**src/shared/sse_consts.vh**
```
// constants for the supply select and enable sequencer
`ifndef SSE_CONSTS_VH
`define SSE_CONSTS_VH

// register byte addresses
`define SSE_ADDR_CTRL 12'h000
`define SSE_ADDR_DET 12'h004
`define SSE_ADDR_STAT 12'h008

// control register fields
`define SSE_CTRL_AUXPRIO 0
`define SSE_CTRL_DETEN 1
`define SSE_CTRL_LDOSWEN 2
`define SSE_CTRL_LDOSWSEL 3
`define SSE_CTRL_CONVEN 4
`define SSE_CTRL_RESET 32'h00000010

// detector threshold fields
`define SSE_DET_RISE_LSB 0
`define SSE_DET_FALL_LSB 8
`define SSE_DET_RESET 32'h00000000

// status register fields
`define SSE_STAT_STANDBY 0
`define SSE_STAT_SELAUX 1
`define SSE_STAT_LOCKOK 2
`define SSE_STAT_HYST 3
`define SSE_STAT_CONV 4
`define SSE_STAT_LDOEN 5
`define SSE_STAT_GDFULL 6
`define SSE_STAT_TRIP 7

// lockout shutdown delay
`define SSE_CLK_MHZ 40
`define SSE_UVLO_DELAY_NS 10000
`define SSE_UVLO_DELAY_CYC ((`SSE_UVLO_DELAY_NS * `SSE_CLK_MHZ) / 1000)

`endif

```
**src/core/sse_supply_sequencer.v**
```verilog
// supply select, enable lockout and regulator sequencing logic
`timescale 1ns/10ps
//
// What this block does
// standby with bias once power-on and release pin high
// release pin low keeps device in shutdown
// both supplies above threshold: take lower one
// one supply below threshold: take the other
// both supplies below threshold: take higher one
// priority bit switches to forced auxiliary threshold
// priority mode, auxiliary below threshold: take input
// priority mode, auxiliary above threshold: take auxiliary
// lockout low for full delay stops converter
// hysteresis current on below enable rising threshold while lockout is below its rising threshold
// hysteresis current off above lockout rising threshold
// detector output gates converter operation directly
// detector thresholds from two separate fields
// detector disabled has no effect on converter
// software changes detector setup while converter off
// software disables detector, writes thresholds, re-enables
// auxiliary regulator starts on entering standby
// auxiliary regulator enable waits for resistor readout
// gate-driver regulator pre-bias once release pin high
// gate-driver regulator full once enable pin high
// comparator inputs pass two flip-flops first
`include "sse_consts.vh"

module sse_supply_sequencer
#(
   parameter UVLO_DELAY = `SSE_UVLO_DELAY_CYC,
   parameter THR_W = 8
)
(
   input wire clk,
   input wire rst,
   // apb slave
   input wire psel,
   input wire penable,
   input wire pwrite,
   input wire [11:0] paddr,
   input wire [31:0] pwdata,
   output wire pready,
   output reg [31:0] prdata,
   output reg pslverr,
   // analog comparator outputs, asynchronous
   input wire powerOnAbove,
   input wire standbyReleaseAbove,
   input wire inputSupplyAboveSw,
   input wire auxSupplyAboveSw,
   input wire inputSupplyHigher,
   input wire auxSupplyAboveForced,
   input wire enableAboveEnRise,
   input wire lockoutAboveRise,
   input wire lockoutAboveFall,
   input wire detectorAbove,
   // resistor configuration readout, same clock
   input wire readoutDone,
   input wire readoutLdoEnable,
   // controls toward the analog side
   output reg biasActive,
   output reg standbyMode,
   output reg selectAuxSupply,
   output reg hystCurrentOn,
   output reg converterEnable,
   output reg detectorEnable,
   output reg [THR_W-1:0] detectorRise,
   output reg [THR_W-1:0] detectorFall,
   output reg auxLdoEnable,
   output reg gateLdoPreBias,
   output reg gateLdoFull
);

   localparam NSYNC = 10;
   localparam ST_SHUTDOWN = 1'b0;
   localparam ST_STANDBY = 1'b1;
   localparam CNT_W = 16;
   localparam [CNT_W-1:0] DELAY_LAST = UVLO_DELAY - 1;

   ////////////////////////////////////////////////////////////////////////
   // input synchronisers

   reg [NSYNC-1:0] syncA_r;
   reg [NSYNC-1:0] syncB_r;
   wire [NSYNC-1:0] rawIn;

   // bit order matches the named taps below
   assign rawIn = {
      detectorAbove,
      lockoutAboveFall,
      lockoutAboveRise,
      enableAboveEnRise,
      auxSupplyAboveForced,
      inputSupplyHigher,
      auxSupplyAboveSw,
      inputSupplyAboveSw,
      standbyReleaseAbove,
      powerOnAbove
   };

   always @(posedge clk or posedge rst)
   begin
      if (rst)
      begin
         syncA_r <= {NSYNC{1'b0}};
         syncB_r <= {NSYNC{1'b0}};
      end
      else
      begin
         syncA_r <= rawIn;
         syncB_r <= syncA_r;
      end
   end

   wire porOk = syncB_r[0];
   wire relOk = syncB_r[1];
   wire vinSw = syncB_r[2];
   wire auxSw = syncB_r[3];
   wire vinHi = syncB_r[4];
   wire auxForce = syncB_r[5];
   wire enRise = syncB_r[6];
   wire uvRise = syncB_r[7];
   wire uvFall = syncB_r[8];
   wire detOk = syncB_r[9];

   ////////////////////////////////////////////////////////////////////////
   // apb register file

   reg [31:0] ctrl_r;
   reg [31:0] det_r;
   reg tripFlag_r;
   reg [CNT_W-1:0] lowCnt_r;
   reg lockOk_r;
   wire wrEn;
   wire rdEn;
   wire hitCtrl;
   wire hitDet;
   wire hitStat;
   wire tripEvent;
   wire [31:0] statWord;

   assign pready = 1'b1;
   assign wrEn = psel & penable & pwrite;
   assign rdEn = psel & penable & ~pwrite;
   assign hitCtrl = (paddr == `SSE_ADDR_CTRL);
   assign hitDet = (paddr == `SSE_ADDR_DET);
   assign hitStat = (paddr == `SSE_ADDR_STAT);

   always @(posedge clk or posedge rst)
   begin
      if (rst)
      begin
         ctrl_r <= `SSE_CTRL_RESET;
         det_r <= `SSE_DET_RESET;
      end
      else if (wrEn)
      begin
         if (hitCtrl)
            ctrl_r <= {27'h0000000, pwdata[4:0]};
         if (hitDet)
            det_r <= {16'h0000, pwdata[15:0]};
      end
   end

   wire auxPrio = ctrl_r[`SSE_CTRL_AUXPRIO];
   wire detEn = ctrl_r[`SSE_CTRL_DETEN];
   wire ldoSwEn = ctrl_r[`SSE_CTRL_LDOSWEN];
   wire ldoSwSel = ctrl_r[`SSE_CTRL_LDOSWSEL];
   wire convSwEn = ctrl_r[`SSE_CTRL_CONVEN];

   // sticky lockout trip, write one to clear, a new trip wins
   always @(posedge clk or posedge rst)
   begin
      if (rst)
         tripFlag_r <= 1'b0;
      else if (tripEvent)
         tripFlag_r <= 1'b1;
      else if (wrEn && hitStat && pwdata[`SSE_STAT_TRIP])
         tripFlag_r <= 1'b0;
   end

   assign statWord = {24'h000000, tripFlag_r, gateLdoFull, auxLdoEnable,
      converterEnable, hystCurrentOn, lockOk_r, selectAuxSupply,
      standbyMode};

   always @(posedge clk or posedge rst)
   begin
      if (rst)
      begin
         prdata <= 32'h00000000;
         pslverr <= 1'b0;
      end
      else
      begin
         pslverr <= 1'b0;
         prdata <= 32'h00000000;
         if (psel & ~penable)
         begin
            if (hitCtrl)
               prdata <= ctrl_r;
            else if (hitDet)
               prdata <= det_r;
            else if (hitStat)
               prdata <= statWord;
            else
               pslverr <= 1'b1;
         end
         else if (rdEn | wrEn)
         begin
            prdata <= prdata;
            pslverr <= pslverr;
         end
      end
   end

   ////////////////////////////////////////////////////////////////////////
   // shutdown / standby

   reg state_r;
   reg state_nxt;

   always @*
   begin
      state_nxt = state_r;
      case (state_r)
         ST_SHUTDOWN:
            if (porOk && relOk)
               state_nxt = ST_STANDBY;
         ST_STANDBY:
            if (!porOk || !relOk)
               state_nxt = ST_SHUTDOWN;
         default:
            state_nxt = ST_SHUTDOWN;
      endcase
   end

   always @(posedge clk or posedge rst)
   begin
      if (rst)
         state_r <= ST_SHUTDOWN;
      else
         state_r <= state_nxt;
   end

   wire inStandby = (state_r == ST_STANDBY);

   ////////////////////////////////////////////////////////////////////////
   // supply selection

   function selAux;
      input prio;
      input vAbove;
      input aAbove;
      input vHigher;
      input aForce;
      begin
         if (prio)
            selAux = aForce;
         else if (vAbove && aAbove)
            selAux = vHigher;
         else if (vAbove != aAbove)
            selAux = aAbove;
         else
            selAux = ~vHigher;
      end
   endfunction

   ////////////////////////////////////////////////////////////////////////
   // enable / lockout

   reg hyst_nxt;

   // dips shorter than the delay are ignored
   assign tripEvent = lockOk_r && !uvFall && (lowCnt_r == DELAY_LAST);

   always @(posedge clk or posedge rst)
   begin
      if (rst)
      begin
         lowCnt_r <= {CNT_W{1'b0}};
         lockOk_r <= 1'b0;
      end
      else
      begin
         if (uvFall || !lockOk_r)
            lowCnt_r <= {CNT_W{1'b0}};
         else if (lowCnt_r != DELAY_LAST)
            lowCnt_r <= lowCnt_r + 1'b1;
         if (tripEvent)
            lockOk_r <= 1'b0;
         else if (enRise && uvRise)
            lockOk_r <= 1'b1;
      end
   end

   always @*
   begin
      hyst_nxt = hystCurrentOn;
      if (uvRise)
         hyst_nxt = 1'b0;
      else if (!enRise)
         hyst_nxt = 1'b1;
   end

   ////////////////////////////////////////////////////////////////////////
   // outputs and regulator sequencing

   wire detGate = !detEn || detOk;
   wire ldoSel = ldoSwSel ? ldoSwEn : readoutLdoEnable;

   always @(posedge clk or posedge rst)
   begin
      if (rst)
      begin
         biasActive <= 1'b0;
         standbyMode <= 1'b0;
         selectAuxSupply <= 1'b0;
         hystCurrentOn <= 1'b1;
         converterEnable <= 1'b0;
      end
      else
      begin
         biasActive <= inStandby;
         standbyMode <= inStandby;
         selectAuxSupply <= selAux(auxPrio, vinSw, auxSw, vinHi, auxForce);
         hystCurrentOn <= hyst_nxt;
         // trip drops the enable at the same edge as the lockout clears
         converterEnable <= inStandby && lockOk_r && !tripEvent && detGate
            && convSwEn;
      end
   end

   // detector setup copies toward the analog detector
   always @(posedge clk or posedge rst)
   begin
      if (rst)
      begin
         detectorEnable <= 1'b0;
         detectorRise <= {THR_W{1'b0}};
         detectorFall <= {THR_W{1'b0}};
      end
      else
      begin
         detectorEnable <= detEn;
         detectorRise <= det_r[`SSE_DET_RISE_LSB +: THR_W];
         detectorFall <= det_r[`SSE_DET_FALL_LSB +: THR_W];
      end
   end

   // regulator sequencing
   always @(posedge clk or posedge rst)
   begin
      if (rst)
      begin
         auxLdoEnable <= 1'b0;
         gateLdoPreBias <= 1'b0;
         gateLdoFull <= 1'b0;
      end
      else
      begin
         auxLdoEnable <= inStandby && readoutDone && ldoSel;
         gateLdoPreBias <= relOk && !enRise;
         gateLdoFull <= relOk && enRise;
      end
   end

endmodule

```
**config.mk**
```make
export PLATFORM = sky130hd
export DESIGN_NAME = sse_supply_sequencer
export DESIGN_NICKNAME = d
export VERILOG_FILES = /design/src/core/sse_supply_sequencer.v
export VERILOG_INCLUDE_DIRS = /design/src /design/src/shared
export SDC_FILE = /design/constraint.sdc
export NUM_CORES = 1
export LEC_CHECK = 0
export BUFFER_PORTS_ARGS = -buffer_cell sky130_fd_sc_hd__buf_4
export CAP_MARGIN = 20
export CORE_AREA = 4 4 91 93
export CTS_CLUSTER_DIAMETER = 60
export DETAILED_ROUTE_END_ITERATION = 10
export DIE_AREA = 0 0 95 97
export MAX_ROUTING_LAYER = met4
export PLACE_DENSITY = 0.79
export SYNTH_ARGS = -nofsm -noshare
export SYNTH_HDL_FRONTEND = slang
export SYNTH_SLANG_ARGS = --single-unit
```
**constraint.sdc**
```tcl
create_clock -name clk -period 4.4 [get_ports clk]
set_clock_uncertainty 0.05 [all_clocks]
set_input_delay 0.44 -clock clk [delete_from_list [all_inputs] [get_ports clk]]
set_output_delay 0.44 -clock clk [all_outputs]
set_load 0.1 [all_outputs]
```
==> run summary, run 1 <==
The maximum number of pins on one net before global-route repair was 54. The run finished with clean final reports. Across the VDD grid, the largest voltage drop is 0.2033 mV. The fraction of layout instances using a drive strength above 1 is 0.3434, and the global-route wire length before repair is 12410 µm. The logs give 101 for the number of sinks driven by the clock tree and 2614 for the total vias in the final route. The number of flops mapped to enable cells by yosys works out to 0. The actual transition at the worst max-transition pin is 0.7909 ns, and the register bit total from synthesis is 101. Hold repair after CTS inserted 0 buffers.

The top flip-flop cell by instance count after synthesis is sky130_fd_sc_hd__dfrtp_1. Traced cell by cell, the critical path runs through buf_4 -> or4_1 -> nor4_4 -> nand4_4 -> mux2_4. During synthesis, Yosys emitted a total of 0 warnings. The last weighted congestion value of the routability-driven placer is 0.8640, and the cell area after placement is 0.004647 mm². The CTS clock-pin slew for the worst setup and hold paths is 0.10 ns. The die width works out to 95 µm.

The logs give 304 for the instance count of the mapped netlist and 2 for the maximum clock path buffer count. Setup repair after global routing left no endpoint under its margin. Count of H-tree levels built during CTS: 3. Pin placement for this block handled 120 I/O pins.

TritonCTS built the clock tree. The starting DRC count in detailed routing is 118. The buffer count from post-CTS setup fixing is 0. The run gives 0.1796 as the total routing usage reported by global routing.

Each instance of the synthesized netlist takes up on average 13.08 µm². For this run, design rule violations remaining after detail routing come to 0. Clock root buffer: sky130_fd_sc_hd__clkbuf_8.

The number of pins with negative max-slew slack in the final report is 0, and the number of hold violations in the final report is 0. Counting cells, the worst reg-to-reg path comes to 5. The kind of capture point of the worst setup path is a flip-flop.

The run gives 9 as the number of buffers added by the clock tree synthesis step. The core region is 0.007527 mm². The category of the most critical setup path is in2reg. The post-route antenna net violation count is 0, and the latest clock arrival within the worst-skew pair is 0.36 ns. The analysis attributes to cell leakage a power of 2.376 nW.

The net count reported at finish was 454; the fmax was 428.7 MHz. The slowest stage of the critical path belongs to the cell sky130_fd_sc_hd__or4_1. The layout has 586 filler cells. The max-capacitance violation count was 0; the detailed-routing iteration count for the pre-antenna-repair pass was 4. In this run the vertical extent of the chip is 97 µm. The design draws 1.668 mW. For this run, the slowest stage of the critical path takes 0.66 ns. Summed over all failing endpoints, the final setup total negative slack is 0 ns. The mapped netlist covers 0.003978 mm². The tools report the data arrival time of the critical path as 2.53 ns. Final instance area: 0.004823 mm².

For the via count of the first global-routing pass, the log shows 2566. The run gives 0.4728 as the worst slew margin relative to its limit. The ratio of routed vias to standard cells is 5.249, and the maximum fanout along the worst path is 16. The floorplan has 32 rows.

The netlist uses 44 different library cells. The minimum period implied by the final worst setup slack was 2.333 ns; the initial core utilization was 0.5284. The total overflow left after global routing is 0.

The areal power density over the cells came out at 345.8 mW/mm². Compared with the post-synthesis result, the final layout area differs by 21.26%. The post-CTS resize count was 0. The routed design has 7637 µm of wire.

Buffers placed on the I/O ports in this run total 86. Type of origin of the critical path: an input port. Portion of the clock cycle consumed by the worst path in the final layout: 0.5302.

The worst hold path belongs to the class in2async. After legalization and detailed placement, the total HPWL measured 5494 µm. The proportion of register bits with asynchronous set or reset after synthesis was 1.000; the antenna diode count was 0. Initial antenna violation count: 0.

The data required time at the worst endpoint is 4.59 ns. Per-cell routed wire length: 15.34 µm. The logs give 0.009215 mm² for the die outline area and 0 for the number of setup violations in the final report. For the sequential share of the synthesized area, the log shows 0.6360.
[power breakdown]
group	internal, mW	total [mW]	switching (mW)
registers	0.944	0.953	0.00937
logic	0.0403	0.181	0.141
clock network	0.212	0.533	0.321
[metrics by stage]
stage               hold WS [ns]  utilization  setup WS [ns]  instances
floorplan                 0.2812            -          1.266        319
global placement          0.2820       0.6174          1.697        483
detailed placement        0.2847       0.6174          1.666        483
CTS                       0.1132       0.6408          2.072        498
global route             0.09713       0.6408          1.992        498
finish                    0.1013       0.6408          2.067        498
[cell usage after synthesis (2+ instances only)]
| cell | instances | area [µm²] |
|---|---|---|
| sky130_fd_sc_hd__a21oi_1 | 9 | 45.04 |
| sky130_fd_sc_hd__a221oi_1 | 5 | 43.79 |
| sky130_fd_sc_hd__a22o_1 | 14 | 122.6 |
| sky130_fd_sc_hd__a22oi_1 | 5 | 37.54 |
| sky130_fd_sc_hd__a31o_2 | 2 | 17.52 |
| sky130_fd_sc_hd__a31oi_1 | 2 | 12.51 |
| sky130_fd_sc_hd__and2_1 | 3 | 18.77 |
| sky130_fd_sc_hd__and3_1 | 2 | 12.51 |
| sky130_fd_sc_hd__buf_4 | 18 | 135.1 |
| sky130_fd_sc_hd__clkbuf_1 | 4 | 15.01 |
| sky130_fd_sc_hd__conb_1 | 2 | 7.510 |
| sky130_fd_sc_hd__dfrtp_1 | 99 | 2477 |
| sky130_fd_sc_hd__dfstp_2 | 2 | 52.55 |
| sky130_fd_sc_hd__inv_1 | 9 | 33.78 |
| sky130_fd_sc_hd__mux2_2 | 12 | 135.1 |
| sky130_fd_sc_hd__mux2_4 | 10 | 150.1 |
| sky130_fd_sc_hd__mux2i_1 | 3 | 30.03 |
| sky130_fd_sc_hd__nand2_1 | 17 | 63.81 |
| sky130_fd_sc_hd__nand2b_1 | 7 | 43.79 |
| sky130_fd_sc_hd__nand3_1 | 6 | 30.03 |
| sky130_fd_sc_hd__nand4_1 | 5 | 31.28 |
| sky130_fd_sc_hd__nor2_1 | 16 | 60.06 |
| sky130_fd_sc_hd__nor2b_1 | 4 | 25.02 |
| sky130_fd_sc_hd__nor3_1 | 6 | 30.03 |
| sky130_fd_sc_hd__nor4_1 | 6 | 37.54 |
| sky130_fd_sc_hd__o21ai_0 | 11 | 55.05 |
| sky130_fd_sc_hd__or3_1 | 2 | 12.51 |
| sky130_fd_sc_hd__or4_4 | 2 | 22.52 |
| sky130_fd_sc_hd__xnor2_1 | 6 | 52.55 |
[path summary, 6_finish.rpt]
check | from | end | slack [ns]
min in group clk | inputSupplyAboveSw | syncA_r[2]$_DFF_PP0_ | 0.13
min reg2reg | syncA_r[2]$_DFF_PP0_ | syncB_r[2]$_DFF_PP0_ | 0.31
max reg2reg | lowCnt_r[0]$_DFFE_PP0N_ | lowCnt_r[0]$_DFFE_PP0N_ | 2.67
max | paddr[11] | det_r[4]$_DFFE_PP0P_ | 2.07
min | rst | detectorRise[6]$_DFF_PP0_ | 0.10
max in group asynchronous | rst | ctrl_r[1]$_DFFE_PP0P_ | 3.19
[registers in the layout, summed over array words and instances (netlist names), 5 cells and up]
register      flops
ctrl_r            5
detectorFall      8
syncB_r          10
detectorRise      8
syncA_r          10
det_r            16
lowCnt_r         16
prdata           16
[worst max-delay path, delay by kind of cell]
kind | cells | cell delay (ns)
multiplexers | 1 | 0.45
AND/OR/NAND/NOR | 3 | 1.54
buffers and inverters | 1 | 0.11
[layer usage]
metal | vias up | global-route usage | routed length [µm]
met5 | - | - | 0
met4 | 0 | 0.06548 | 115
met3 | 10 | 0.04510 | 482
met2 | 92 | 0.2923 | 3961
met1 | 1293 | 0.2154 | 3078
li1 | 1219 | - | -
[layout make-up]
| type | instances | area, µm² | area share |
|---|---|---|---|
| Clock buffer | 9 | 123.9 | 0.02568 |
| Tap cell | 102 | 127.6 | 0.02646 |
| Inverter | 9 | 36.28 | 0.007523 |
| Sequential cell | 101 | 2530 | 0.5245 |
| Multi-Input combinational cell | 184 | 1300 | 0.2695 |
| Timing Repair Buffer | 87 | 653.1 | 0.1354 |
| Clock inverter | 6 | 52.55 | 0.01089 |
[kinds of logic after synthesis]
logic type	synth area share
flops	0.6360
simple gates	0.1243
compound gates	0.08871
buf+inv	0.05127
mux	0.07927
xor+xnor	0.01541
other cells	0.001888
fa+ha+maj	0.003145
[placed cells by master, fill, tap and decap left out, types with 7 or more instances in the layout]
cell type	count
sky130_fd_sc_hd__dfrtp_1	99
sky130_fd_sc_hd__buf_4	87
sky130_fd_sc_hd__nand2_1	17
sky130_fd_sc_hd__conb_1	17
sky130_fd_sc_hd__nor2_1	16
sky130_fd_sc_hd__a22o_1	14
sky130_fd_sc_hd__mux2_2	12
sky130_fd_sc_hd__o21ai_0	11
sky130_fd_sc_hd__mux2_4	10
sky130_fd_sc_hd__a21oi_1	9
sky130_fd_sc_hd__clkbuf_8	9
sky130_fd_sc_hd__inv_1	8
sky130_fd_sc_hd__nand2b_1	7
Note: power is estimated with default switching activity, not from simulation.
==> inputs of run 2 (changes only) <==
--- a/config.mk
+++ b/config.mk
@@ -8,12 +8,12 @@
 export LEC_CHECK = 0
 export BUFFER_PORTS_ARGS = -buffer_cell sky130_fd_sc_hd__buf_4
 export CAP_MARGIN = 20
-export CORE_AREA = 4 4 91 93
+export CORE_AREA = 4 4 98 100
 export CTS_CLUSTER_DIAMETER = 60
 export DETAILED_ROUTE_END_ITERATION = 10
-export DIE_AREA = 0 0 95 97
+export DIE_AREA = 0 0 102 104
 export MAX_ROUTING_LAYER = met4
-export PLACE_DENSITY = 0.79
+export PLACE_DENSITY = 0.72
 export SYNTH_ARGS = -nofsm -noshare
 export SYNTH_HDL_FRONTEND = slang
 export SYNTH_SLANG_ARGS = --single-unit
==> constraint.sdc (replaced) <==
create_clock -name clk -period 1.97 [get_ports clk]
set_clock_uncertainty 0.05 [all_clocks]
set_input_delay 0.197 -clock clk [delete_from_list [all_inputs] [get_ports clk]]
set_output_delay 0.197 -clock clk [all_outputs]
set_load 0.1 [all_outputs]
==> run summary, run 2 (synthesis gave the netlist of run 1 again) <==
The count of H-tree levels built during CTS is 3 (unchanged). The initial antenna violation count is 0 (unchanged), and the wire length reported by the detailed router is 7815 µm (+2.3%). The number of sinks driven by the clock tree is 101 (unchanged). The ratio of routed vias to standard cells works out to 5.047 (-3.8%). The final instance area is 0.005122 mm² (+6.2%), and the antenna diode count is 0 (unchanged). The library cells used most frequently in the layout, excluding fill and tap cells, are sky130_fd_sc_hd__buf_4, sky130_fd_sc_hd__dfrtp_1, sky130_fd_sc_hd__nand2_1, sky130_fd_sc_hd__conb_1, sky130_fd_sc_hd__nor2_1.

The initial core utilization is 0.4583 (-0.07009), and the starting DRC count in detailed routing is 101 (-14%). For the detailed-routing iteration count for the pre-antenna-repair pass, the log shows 4 (unchanged). The category of the most critical setup path is in2reg. The total power was 3.943 mW (+140%); the areal power density over the cells was 769.8 mW/mm² (+120%). The maximum fanout along the worst path works out to 5 (-11).

The tools report the clock root buffer as sky130_fd_sc_hd__clkbuf_8. The number of input and output port buffers inserted came out at 86 (unchanged). The last weighted congestion value of the routability-driven placer is 0.8114 (-6.1%), and the die outline area is 0.01061 mm² (+15%). The worst slew margin relative to its limit was 0.6588 (+0.1860); the detailed-placement wirelength estimate was 5677 µm (+3.3%). Maximum clock path buffer count: 2 (unchanged). The via count of the first global-routing pass was 2600 (+1.3%).

For the max-capacitance violation count, the log shows 0 (unchanged). The number of hold buffers added after CTS was 11 (+11); the data required time at the worst endpoint was 2.17 ns (-2.42 ns). Buffer count from post-CTS setup fixing: 0 (unchanged). The run gives 0 (unchanged) as the number of pins with negative max-slew slack in the final report. The tools report the cell area after placement as 0.004777 mm² (+2.8%).

The die width is 102 µm (+7.4%). The per-cell routed wire length is 14.69 µm (-4.2%), and the number of buffers added by the clock tree synthesis step is 9 (unchanged). The number of hold violations in the final report was 0 (unchanged); the post-CTS resize count was 0 (unchanged). The latest clock arrival within the worst-skew pair came out at 0.36 ns (about the same). The total vias in the final route came out at 2685 (+2.7%). The maximum number of pins on one net before global-route repair was 63 (+17%). The run gives 0 (unchanged) as the residual DRC count. For the net count reported at finish, the log shows 481 (+5.9%). The portion of the clock cycle consumed by the worst path in the final layout came out at 0.9207. Leaving out fill and tap cells, the most frequent cell in the layout is sky130_fd_sc_hd__buf_4. Instance count after placement with tap cells included: 503 (+4.1%).

Setup repair after global routing left no endpoint under its margin. The post-route antenna net violation count was 0 (unchanged); the global-route wire length before repair was 12690 µm (+2.2%). The fraction of layout instances using a drive strength above 1 was 0.3585 (+0.01506). The path class of the tightest hold or removal check is in2reg.

The area growth from synthesis to layout is 28.78%. Leakage power: 2.521 nW (+6.1%). The data arrival time of the critical path was 2.02 ns (-0.51 ns); the CTS clock-pin slew for the worst setup and hold paths was 0.10 ns (about the same). For the area inside the core boundary, the log shows 0.008678 mm² (+15%).

STA classifies the critical path startpoint as an input port. The run finished with clean final reports. The floorplan die height is 104 µm (+7.2%). TritonCTS built the clock tree. The minimum period implied by the final worst setup slack came out at 1.814 ns. Total routing usage reported by global routing: 0.1554 (-0.02422). The post-layout instance count excluding filler cells is 532 (+6.8%), and the floorplan row count is 34 (+6.3%). For the number of top-level design ports, the log shows 120 (unchanged). In the final layout, the registers with the most flip-flops are det_r x16, lowCnt_r x16, prdata x16.

The actual transition at the worst max-transition pin is 0.5071 ns (-0.2837 ns), and the overall overflow remaining after global route is 0 (unchanged). The run gives 0 (unchanged) as the number of setup violations in the final report. The worst supply voltage drop on vdd is 0.4293 mV (+110%), and the fmax is 551.3 MHz. The worst setup path is captured at a flip-flop.
-- run 2: stage by stage --
step	hold WS [ns]	setup TNS [ns]	setup WS, ns	util
after floorplan	0.1784	-0.4327	-0.03348	-
after global placement	0.07395	-3.697	-0.1930	0.5505
after detailed placement	0.08243	-4.515	-0.2188	0.5505
after CTS	0.008006	0	0.1662	0.5879
after global routing	0.0006750	0	0.1256	0.5903
final	0.01630	0	0.1562	0.5903
-- run 2: worst paths after layout --
| check | to | from | cells after the start | slack [ns] |
|---|---|---|---|---|
| max in group asynchronous | hystCurrentOn$_DFFE_PP1P_ | rst | 4 | 0.96 |
| min | det_r[2]$_DFFE_PP0P_ | pwdata[2] | 2 | 0.02 |
| min reg2reg | syncB_r[6]$_DFF_PP0_ | syncA_r[6]$_DFF_PP0_ | 0 | 0.31 |
| min in group asynchronous | syncA_r[4]$_DFF_PP0_ | rst | 3 | 0.25 |
| max reg2reg | lowCnt_r[0]$_DFFE_PP0N_ | lowCnt_r[7]$_DFFE_PP0N_ | 4 | 0.24 |
| max | ctrl_r[1]$_DFFE_PP0P_ | paddr[7] | 5 | 0.16 |
-- run 2: power breakdown --
| part | switching [mW] | internal [mW] |
|---|---|---|
| Combinational | 0.323 | 0.118 |
| Clock | 0.727 | 0.646 |
| Sequential | 0.0203 | 2.11 |
| Total | 1.07 | 2.87 |
-- run 2: metal layers --
layer  up-vias  global-route usage  wire length (µm)
met2        82              0.2433              3896
met3         8             0.03756               513
met5         -                   -                 0
met4         0             0.04592               104
li1       1280                   -                 -
met1      1315              0.2008              3301
-- run 2: critical path, cell delays in order --
cell,delay (ns)
sky130_fd_sc_hd__buf_4,0.11
sky130_fd_sc_hd__or4_4,0.53
sky130_fd_sc_hd__or4_4,0.52
sky130_fd_sc_hd__nor3_4,0.28
sky130_fd_sc_hd__mux2_2,0.38
-- run 2: final cells by class --
type | count | area, µm²
clock buffer | 10 | 137.6
clock inverter | 6 | 77.57
fill | 713 | 3556
inverter | 9 | 37.54
multi-input combinational | 184 | 1304
sequential | 101 | 2530
tap | 108 | 135.1
timing repair buffer | 114 | 900.9
